==> src/design/pgcp_pkg.sv <==
// Package: constants for the packet line-command port
package pgcp_pkg;
  localparam int          PKT_BYTES      = 5;
  localparam logic [7:0]  OP_WRITE       = 8'h10;
  localparam logic [7:0]  INTF_LINES     = 8'h08;
  localparam logic [7:0]  CMD_LINE_RD    = 8'h08;
  localparam logic [7:0]  CMD_LINE_WR    = 8'h18;
  localparam logic [7:0]  ST_REQ_DONE    = 8'h20;
  localparam logic [7:0]  ST_INTF_ERROR  = 8'h40;
  localparam logic [7:0]  ST_REQ_ERROR   = 8'h80;
  localparam logic [7:0]  INTF_I2C_STD   = 8'h01;
  localparam logic [7:0]  INTF_I2C_FAST  = 8'h02;
  localparam logic [7:0]  INTF_SPI_16    = 8'h04;
  localparam logic [7:0]  INTF_SPI_8     = 8'h00;
  localparam logic [6:0]  LINES_RST      = 7'h00;
  localparam logic [7:0]  BYTE_ZERO      = 8'h00;
  localparam int          IDX_CMD        = 0;
  localparam int          IDX_ADDR_HI    = 1;
  localparam int          IDX_LEN        = 2;
  localparam int          IDX_ADDR_LO    = 3;
  localparam int          IDX_DATA       = 4;
  localparam int          LINE_W         = 7;
endpackage : pgcp_pkg

==> src/design/pgcp_dec_if.sv <==
// Interface: command byte carried to the decoder and its verdict back
`timescale 1ns/1ps
interface pgcp_dec_if;
  logic [7:0] cmd;
  logic       is_line_rd;
  logic       is_line_wr;
  logic       is_serial;
  logic [7:0] status;
  modport ctl (output cmd, input is_line_rd, input is_line_wr, input is_serial, input status);
  modport dec (input cmd, output is_line_rd, output is_line_wr, output is_serial, output status);
endinterface : pgcp_dec_if

==> src/design/pgcp_top.sv <==
// Module: packet line-command port, request in and report packet out
//
// Overview of operation
// - Seven lines in bits 6..0 of one byte; bit 7 unused.
// - Byte 0 interface code 0x08 routes the request to the line handler.
// - Byte 0 equal 0x18 writes the lines from the data byte.
// - Bytes 1 and 3 are ignored for line requests.
// - Each data bit drives its line directly; 0x40 raises only the top line.
// - Read 0x08 returns sampled line state as response byte 4.
// - Success answers byte 0 ORed with done 0x20; bytes 1..3 echoed.
// - Undefined byte 0 answers byte 0 ORed with request error 0x80.
// - Requests arrive as set-report bytes; answers leave as report bytes.
`timescale 1ns/1ps
module pgcp_top #(
  parameter int LINE_W = pgcp_pkg::LINE_W
) (
  input  wire logic              CLK_I,
  input  wire logic              RST_B_I,
  input  wire logic              REQ_VALID_I,
  input  wire logic [7:0]        REQ_BYTE_I,
  input  wire logic              REQ_LAST_I,
  input  wire logic [LINE_W-1:0] LINE_IN_I,
  input  wire logic              RSP_READY_I,
  input  wire logic              SER_DONE_I,
  input  wire logic              SER_ERR_I,
  output logic                   REQ_READY_O,
  output logic                   RSP_VALID_O,
  output logic [7:0]             RSP_BYTE_O,
  output logic                   RSP_LAST_O,
  output logic                   SER_START_O,
  output logic [LINE_W-1:0]      LINE_OUT_O
);
  // ******************************************************
  // Types and state
  // ******************************************************
  typedef enum logic [1:0] {
    PGCP_IDLE = 2'b00,
    PGCP_RECV = 2'b01,
    PGCP_WAIT = 2'b10,
    PGCP_SEND = 2'b11
  } pgcp_state_t;

  pgcp_state_t       state_r, state_nxt;
  logic [7:0]        pkt_r [pgcp_pkg::PKT_BYTES];
  logic [2:0]        cnt_r;
  logic [LINE_W-1:0] line_r;
  logic [LINE_W-1:0] sync1_r, sync2_r;
  logic [7:0]        st_r;
  logic              req_ready_r, rsp_valid_r, rsp_last_r, ser_start_r;
  logic              wait_first_r;
  logic [7:0]        rsp_byte_r;
  logic [2:0]        rsp_len_r;

  pgcp_dec_if dif ();
  pgcp_decode u_dec (.dif(dif));
  assign dif.cmd = pkt_r[pgcp_pkg::IDX_CMD];

  // ******************************************************
  // Decoding
  // ******************************************************
  localparam logic [2:0] LAST_IDX = 3'(pgcp_pkg::PKT_BYTES - 1);
  wire       take_w    = REQ_VALID_I && req_ready_r;
  wire       end_rx_w  = take_w && (REQ_LAST_I || cnt_r == LAST_IDX);
  wire       give_w    = rsp_valid_r && RSP_READY_I;
  wire       line_w    = dif.is_line_rd || dif.is_line_wr;
  // Bit 7 of data has no line; only low bits are applied
  wire [LINE_W-1:0] wr_val_w = pkt_r[pgcp_pkg::IDX_DATA][LINE_W-1:0];
  wire [7:0] rd_byte_w = {{(8-LINE_W){1'b0}}, sync2_r};
  wire [2:0] next_cnt_w = cnt_r + 3'd1;
  wire [2:0] rx_len_w   = end_rx_w ? next_cnt_w : cnt_r;

  function automatic logic [7:0] rsp_at(input logic [2:0] idx);
    logic [7:0] b;
    b = pkt_r[idx];
    if (idx == 3'(pgcp_pkg::IDX_CMD)) begin
      b = pkt_r[pgcp_pkg::IDX_CMD] | st_r;
    end
    return b;
  endfunction : rsp_at

  always_comb begin
    state_nxt = state_r;
    case (state_r)
      PGCP_IDLE: state_nxt = PGCP_RECV;
      PGCP_RECV: if (end_rx_w) state_nxt = PGCP_WAIT;
      PGCP_WAIT: if (line_w || !dif.is_serial || SER_DONE_I || SER_ERR_I) state_nxt = PGCP_SEND;
      PGCP_SEND: if (give_w && rsp_last_r) state_nxt = PGCP_RECV;
      default:   state_nxt = PGCP_IDLE;
    endcase
  end

  // ******************************************************
  // Registers
  // ******************************************************
  always_ff @(posedge CLK_I) begin
    sync1_r <= LINE_IN_I;
    sync2_r <= sync1_r;
  end

  always_ff @(posedge CLK_I) begin
    if (!RST_B_I) begin
      state_r <= PGCP_IDLE;
    end else begin
      state_r <= state_nxt;
    end
  end

  // ******************************************************
  // Line drive
  // ******************************************************
  // Address and length bytes never gate this; the host keeps length at one
  always_ff @(posedge CLK_I) begin
    if (!RST_B_I) begin
      line_r <= LINE_W'(pgcp_pkg::LINES_RST);
    end else if (state_r == PGCP_WAIT && dif.is_line_wr) begin
      line_r <= wr_val_w;
    end
  end

  // ******************************************************
  // Serial engine start
  // ******************************************************
  // Pulse only once the stored command is decoded, so line requests never start it
  always_ff @(posedge CLK_I) begin
    if (!RST_B_I) begin
      wait_first_r <= 1'b0;
      ser_start_r  <= 1'b0;
    end else begin
      wait_first_r <= (state_r == PGCP_RECV) && end_rx_w;
      ser_start_r  <= wait_first_r && dif.is_serial && (state_r == PGCP_WAIT);
    end
  end

  // ******************************************************
  // Response presentation
  // ******************************************************
  // Byte follows the index one cycle late; host takes it after that lag
  always_ff @(posedge CLK_I) begin
    if (!RST_B_I) begin
      rsp_byte_r <= pgcp_pkg::BYTE_ZERO;
      rsp_last_r <= 1'b0;
    end else if (state_r == PGCP_SEND) begin
      rsp_byte_r <= rsp_at(cnt_r);
      rsp_last_r <= (next_cnt_w == rsp_len_r) && !(give_w && rsp_last_r);
    end
  end

  // ******************************************************
  // Request intake and sequencing
  // ******************************************************

  always_ff @(posedge CLK_I) begin
    if (!RST_B_I) begin
      cnt_r       <= '0;
      rsp_len_r   <= '0;
      st_r        <= pgcp_pkg::BYTE_ZERO;
      req_ready_r <= 1'b0;
      rsp_valid_r <= 1'b0;
      for (int i = 0; i < pgcp_pkg::PKT_BYTES; i++) pkt_r[i] <= pgcp_pkg::BYTE_ZERO;
    end else begin
      case (state_r)
        PGCP_IDLE: begin
          req_ready_r <= 1'b1;
          cnt_r       <= '0;
        end
        PGCP_RECV: begin
          // Request bytes taken from set-report stream
          if (take_w) begin
            pkt_r[cnt_r] <= REQ_BYTE_I;
            cnt_r        <= next_cnt_w;
          end
          if (end_rx_w) begin
            req_ready_r <= 1'b0;
            rsp_len_r   <= rx_len_w;
          end
        end
        PGCP_WAIT: begin
          if (dif.is_line_rd) begin
            pkt_r[pgcp_pkg::IDX_DATA] <= rd_byte_w;
            if (rsp_len_r <= 3'(pgcp_pkg::IDX_DATA)) rsp_len_r <= 3'(pgcp_pkg::PKT_BYTES);
          end
          st_r <= (dif.is_serial && SER_ERR_I) ? pgcp_pkg::ST_INTF_ERROR : dif.status;
          if (state_nxt == PGCP_SEND) begin
            rsp_valid_r <= 1'b1;
            cnt_r       <= '0;
          end
        end
        PGCP_SEND: begin
          if (give_w && rsp_last_r) begin
            rsp_valid_r <= 1'b0;
            req_ready_r <= 1'b1;
            cnt_r       <= '0;
          end else if (give_w) begin
            cnt_r <= next_cnt_w;
          end
        end
        default: req_ready_r <= 1'b0;
      endcase
    end
  end

  // ******************************************************
  // Outputs
  // ******************************************************
  // Every output is a flop, so the host never sees decode glitches
  assign REQ_READY_O = req_ready_r;
  assign RSP_VALID_O = rsp_valid_r;
  assign RSP_BYTE_O  = rsp_byte_r;
  assign RSP_LAST_O  = rsp_last_r;
  assign SER_START_O = ser_start_r;
  assign LINE_OUT_O  = line_r;
endmodule : pgcp_top

==> src/design/pgcp_decode.sv <==
// Module: decodes the interface/operation byte of a request
`timescale 1ns/1ps
module pgcp_decode (
  pgcp_dec_if.dec dif
);
  wire [7:0] intf_w  = dif.cmd & ~pgcp_pkg::OP_WRITE;
  wire       bad_hi_w = (dif.cmd & ~(pgcp_pkg::OP_WRITE | 8'h0f)) != pgcp_pkg::BYTE_ZERO;
  wire       serial_w = (intf_w == pgcp_pkg::INTF_I2C_STD) || (intf_w == pgcp_pkg::INTF_I2C_FAST)
                     || (intf_w == pgcp_pkg::INTF_SPI_16) || (intf_w == pgcp_pkg::INTF_SPI_8);
  // Line interface selected by code in byte 0
  assign dif.is_line_rd = (dif.cmd == pgcp_pkg::CMD_LINE_RD);
  assign dif.is_line_wr = (dif.cmd == pgcp_pkg::CMD_LINE_WR);
  assign dif.is_serial  = serial_w && !bad_hi_w;
  // Anything else is malformed
  assign dif.status = (dif.is_line_rd || dif.is_line_wr || dif.is_serial)
                      ? pgcp_pkg::ST_REQ_DONE : pgcp_pkg::ST_REQ_ERROR;
endmodule : pgcp_decode

==> config.mk <==
export PLATFORM = sky130hd
export DESIGN_NAME = pgcp_top
export DESIGN_NICKNAME = d
export VERILOG_FILES = /design/src/design/pgcp_pkg.sv /design/src/design/pgcp_dec_if.sv /design/src/design/pgcp_top.sv /design/src/design/pgcp_decode.sv
export SDC_FILE = /design/constraint.sdc
export NUM_CORES = 1
export LEC_CHECK = 0
export BUFFER_PORTS_ARGS = -buffer_cell sky130_fd_sc_hd__buf_2
export CORE_MARGIN = 2
export CORE_UTILIZATION = 55
export DETAILED_ROUTE_END_ITERATION = 12
export PLACE_DENSITY = 0.7
export SLEW_MARGIN = 20
export SYNTH_ARGS = -nofsm -noshare
export SYNTH_HDL_FRONTEND = slang
export SYNTH_HIERARCHICAL = 1
export SYNTH_SLANG_ARGS = --single-unit
export TNS_END_PERCENT = 30
==> constraint.sdc <==
create_clock -name CLK_I -period 5.75 [get_ports CLK_I]
set_input_delay 0.8625 -clock CLK_I [delete_from_list [all_inputs] [get_ports CLK_I]]
set_output_delay 0.8625 -clock CLK_I [all_outputs]
set_load 0.1 [all_outputs]
### Word-level counts from Yosys, hierarchy flattened

Memory sizes are Yosys's and may differ from the RTL's. A register that Yosys moved wholly into a read port is not among the register bits.
Index checks and enable logic that the tools add are counted.

| storage, ports and cells | value |
|---|---|
| flip-flop bits (word level) | 43 |
| output and inout port bits | 19 |
| word-level logic and storage cells | 108 |
| memories | 1 |
| input port bits | 22 |
| RAM bits | 40 |

| cells by class | value |
|---|---|
| $add $sub $neg | 1 |
| order comparisons | 1 |
| reductions and logical operators | 36 |
| equal/unequal tests | 18 |
| multiplexer cells | 37 |
| bitwise operators | 2 |

Memory list:

| memory | words | width | read ports | clocked after Yosys merged registers in | wr ports | RTL line | RTL |
|---|---|---|---|---|---|---|---|
| pkt_r | 5 | 8 | 3 | 2 | 5 | pgcp_top.sv:44 | `logic [7:0] pkt_r [pgcp_pkg::PKT_BYTES];` |

Operators with widths:

| cell | count |
|---|---|
| $mux 8 | 5 |
| $mux 3 | 10 |
| $mux 1 | 14 |
| $pmux 3 s4 | 1 |
| $logic_and 1x1->1 | 11 |
| $logic_or 1x1->1 | 9 |
| $reduce_and 3->1 | 3 |
| $eq 8x4->1 const B | 1 |
| $eq 8x5->1 const B | 1 |
| $logic_not 8->1 | 1 |
| $or 8x8->8 | 1 |
| $pmux 2 s4 | 1 |
| $reduce_bool 8->1 | 1 |
| $reduce_or 8->1 | 1 |
| $eq 7x1->1 const B | 1 |
| $eq 7x2->1 const B | 1 |
| $eq 7x3->1 const B | 1 |
| $eq 2x2->1 const B | 3 |
| $mux 2 | 3 |
| $ne 2x1->1 const B | 3 |
| $ne 2x2->1 const B | 3 |
| $pmux 3 s2 | 1 |
| $logic_not 1->1 | 4 |
| $reduce_and 4->1 | 1 |
| other kinds (13) | 14 |

### Longest topological paths before layout

An unclocked memory read counts as a cell.

| logic depth | value |
|---|---|
| depth after elaboration | 17 |
| depth in mapped cells | 7 |
| mapped depth without buffers | 6 |

### Hierarchy

The synthesis kept the hierarchy.

By module, submodules not included:

| module | cells an instance | times used | area each (sq um) |
|---|---|---|---|
| pgcp_top | 373 | 1 | 4793.3 |
| pgcp_decode | 19 | 1 | 126.4 |

### Least setup slack after synthesis

OpenSTA, ideal clock, no wires.

| timing | value |
|---|---|
| path type | flip-flop to flip-flop |
| from | memory pkt_r[0][1] |
| to | memory pkt_r[5][0], enable pin |
| cell stages (with the launch flop) | 6 |
| data required time | 5.375 ns |
| data arrival time | 2.201 ns |
| setup slack | 3.174 ns |
| cells stage by stage | edfxtp_1 -> or4b_1 -> nor3_1 -> nand4b_2 -> buf_4 -> a21oi_1 |

RTL lines:

| what | RTL line |
|---|---|
| from (decl) | pgcp_top.sv:44 |

==> impl_metrics.sql <==
INSERT INTO impl_metrics (metric_group, metric, value, unit) VALUES
('pwr', 'cellPowerDensity', '358', 'mW/mm2'),
('timing', 'period_share', '0.568', ''),
('status', 'outcome', 'finished, final reports clean', ''),
('cts', 'clk-insertion-delay-late', '0.52', 'ns'),
('final_layout', 'fraction_of_layout_instances_using_a_drive_strength_above_1', '0.210', ''),
('cts', 'tritoncts_clock_tree', 'done', ''),
('detailed_routing', 'drc', '0', ''),
('grt', 'first_global_vias', '3130', ''),
('logic_synthesis', 'synth.most_common_cell', 'sky130_fd_sc_hd__edfxtp_1', ''),
('logic_synthesis', 'yosys_warnings', '6', ''),
('cts', 'post_cts_resized', '0', ''),
('worst_setup_path', 'worst-endpoint-required', '5.89', 'ns'),
('floorplanning', 'die-width', '98.6', 'um'),
('timing', 'finalSetupViolCount', '0', ''),
('logic_synthesis', 'synth-edff-count', '64', ''),
('floorplanning', 'floorplan.core_area', '0.00868', 'mm2'),
('worst_setup_path', 'critical-path-slowest-cell', 'sky130_fd_sc_hd__a21oi_1', ''),
('timing', 'minimum_period_implied_by_the_final_worst_setup_slack', '3.26', 'ns'),
('cts', 'post_cts_setup_inserts', '0', ''),
('worst_setup_path', 'worst-endpoint-arrival', '3.40', 'ns'),
('grt', 'globalRouteTotalUtil', '0.240', ''),
('detailed_routing', 'post_drt_via_cell_ratio', '5.97', ''),
('pwr', 'cellLeakagePower', '0.00218', 'uW'),
('worst_setup_path', 'timing.critical_path.from', 'pkt_r[0][1]', ''),
('worst_setup_path', 'critical_path.max_stage_delay', '0.86', 'ns'),
('worst_setup_path', 'type_of_the_worst_setup_path', 'flip-flop to flip-flop', ''),
('grt', 'antenna_found_initial', '0', ''),
('logic_synthesis', 'syn_area_per_cell', '12.6', 'um2'),
('final_layout', 'diodes', '0', ''),
('logic_synthesis', 'top_cells_by_area_in_the_synthesized_netlist', 'sky130_fd_sc_hd__edfxtp_1, sky130_fd_sc_hd__dfxtp_1, sky130_fd_sc_hd__mux4_1', ''),
('timing', 'slew_headroom', '0.310', ''),
('cts', 'tritoncts_num_sinks', '117', ''),
('logic_synthesis', 'synth.yosys.seq_area_share', '0.606', ''),
('detailed_routing', 'routed_wl', '10900', 'um'),
('placement', 'place.port_buffers', '40', ''),
('floorplanning', 'die_height', '98.6', 'um'),
('floorplanning', 'floorplan.initialDensity', '0.567', ''),
('worst_setup_path', 'critical_r2r_launch', 'pkt_r[0][1]', ''),
('timing', 'tightestPinTransition', '1.03', 'ns'),
('final_layout', 'flow.area_growth_from_synthesis', '15.7', '%'),
('worst_setup_path', 'reg2reg_setup_slack', '2.49', 'ns'),
('timing', 'final-max-slew-violation-count', '0', ''),
('final_layout', 'postLayoutCoreUtil', '0.656', ''),
('logic_synthesis', 'cells_after_synthesis', '392', ''),
('placement', 'globalplace.congestion', '0.913', ''),
('hold_path', 'holdCritPathClass', 'flip-flop to flip-flop', ''),
('logic_synthesis', 'synthDominantCellAreaShare', '0.391', ''),
('timing', 'setup_ws', '2.49', 'ns'),
('cts', 'ctsHtreeMaxLevel', '4', ''),
('grt', 'grt_first_pass_wirelength', '17400', 'um'),
('flow_run', 'maxcap_viol_count', '0', ''),
('final_layout', 'fillers', '641', ''),
('logic_synthesis', 'synthDominantAreaCellType', 'sky130_fd_sc_hd__edfxtp_1', ''),
('worst_setup_path', 'worst-path-max-fanout', '14', ''),
('pwr', 'power.ir.vdd_worst', '0.201', 'mV'),
('logic_synthesis', 'yosys_most_used_dff', 'sky130_fd_sc_hd__edfxtp_1', ''),
('floorplanning', 'num_io_pins', '41', ''),
('timing', 'hold_slack', '0.327', 'ns'),
('timing', 'final.setup_skew', '0.00842', 'ns'),
('floorplanning', 'rows', '34', ''),
('cts', 'cts_inserted_buffers', '17', ''),
('timing', 'fin_setup_tns', '0', 'ns'),
('worst_setup_path', 'worstPathCellList', 'or4b_1 -> nor3_1 -> nand4b_2 -> a21oi_1', ''),
('worst_setup_path', 'startpoint_type', 'flip-flop', ''),
('timing', 'max_freq', '0.306', 'GHz'),
('cts', 'cts.reportedPaths.clkPinSlew', '0.06', 'ns'),
('cts', 'cts_hold_buf', '0', ''),
('timing', 'grt_setup_unrepaired', 'false', ''),
('timing', 'hold_viol', '0', ''),
('placement', 'dpl.hpwl', '7800', 'um'),
('logic_synthesis', 'synth_seq_cells', '117', '');
## per-stage QoR
step / cells / area [um2]
floorplan: 397 / 4940
global placement: 518 / 5110
detailed placement: 518 / 5110
CTS: 550 / 5690
global route: 550 / 5690
finish: 550 / 5690
## cells by family (layout without fill, tap and decap cells)
family,Yosys count,count (layout),synth area share
other,1,6,0.000762
multiplexers,24,24,0.106
AO/OA/AOI/OAI,67,67,0.0977
AND/OR/NAND/NOR,135,135,0.131
adder cells (fa/ha/maj),3,3,0.00712
XOR/XNOR,4,4,0.00712
flip-flops,117,117,0.606
buffers and inverters,41,86,0.0445
## metal layers
| metal | wire length, um | track usage | share of wire |
|---|---|---|---|
| met3 | 992 | 0.0723 | 0.091 |
| met5 | 0 | 0 | 0 |
| met4 | 233 | 0.0938 | 0.021 |
| met2 | 5040 | 0.352 | 0.46 |
| met1 | 4650 | 0.340 | 0.43 |
## cells in the final DEF, fill, tap and decap left out, drive strengths merged, types with 9 or more instances in the layout
cell    instances
a21oi          24
a221o           9
buf            40
clkbuf         21
dfxtp          53
edfxtp         64
inv            15
mux4           16
nand2          36
nand3          11
nor2           55
## path summary, 6_finish.rpt
check	cells past startpoint	to
max	4	pkt_r[5][6]
min	0	sync2_r[1]
max reg2reg	4	pkt_r[5][6]
min reg2reg	0	sync2_r[1]
## critical path, delay by kind of cell, from the launching register on
family / cells / cell delay [ns]
AND/OR/NAND/NOR: 3 / 1.53
AO/OA/AOI/OAI: 1 / 0.86
flip-flops: 1 / 0.48
## state kept, by name, indices dropped and copies added, names as in the netlist, named ones only
register,flops
wait_first_r,1
RSP_LAST_O,1
sync2_r,7
cnt_r,3
RSP_VALID_O,1
sync1_r,7
state_r,2
st_r,8
rsp_len_r,3
SER_START_O,1
LINE_OUT_O,7
pkt_r,64
RSP_BYTE_O,8
REQ_READY_O,1
## cell type report
| class | count | area, um2 | share of cell area |
|---|---|---|---|
| multi-input cells | 239 | 1740 | 0.305 |
| clock buffers | 21 | 460 | 0.0809 |
| repair buffers | 40 | 200 | 0.0352 |
| flip-flops and latches | 117 | 2980 | 0.524 |
| inverters | 14 | 52.6 | 0.00923 |
| clock inverters | 11 | 124 | 0.0218 |
| well taps | 108 | 135 | 0.0237 |
## power by group
group | leakage [uW] | total (uW) | switching (uW) | internal (uW)
clock network | 0.000284 | 1020 | 365 | 653
registers | 0.00106 | 924 | 22.0 | 902
logic | 0.000837 | 93.3 | 58.1 | 35.2
Power figures use the tool's default switching activity.
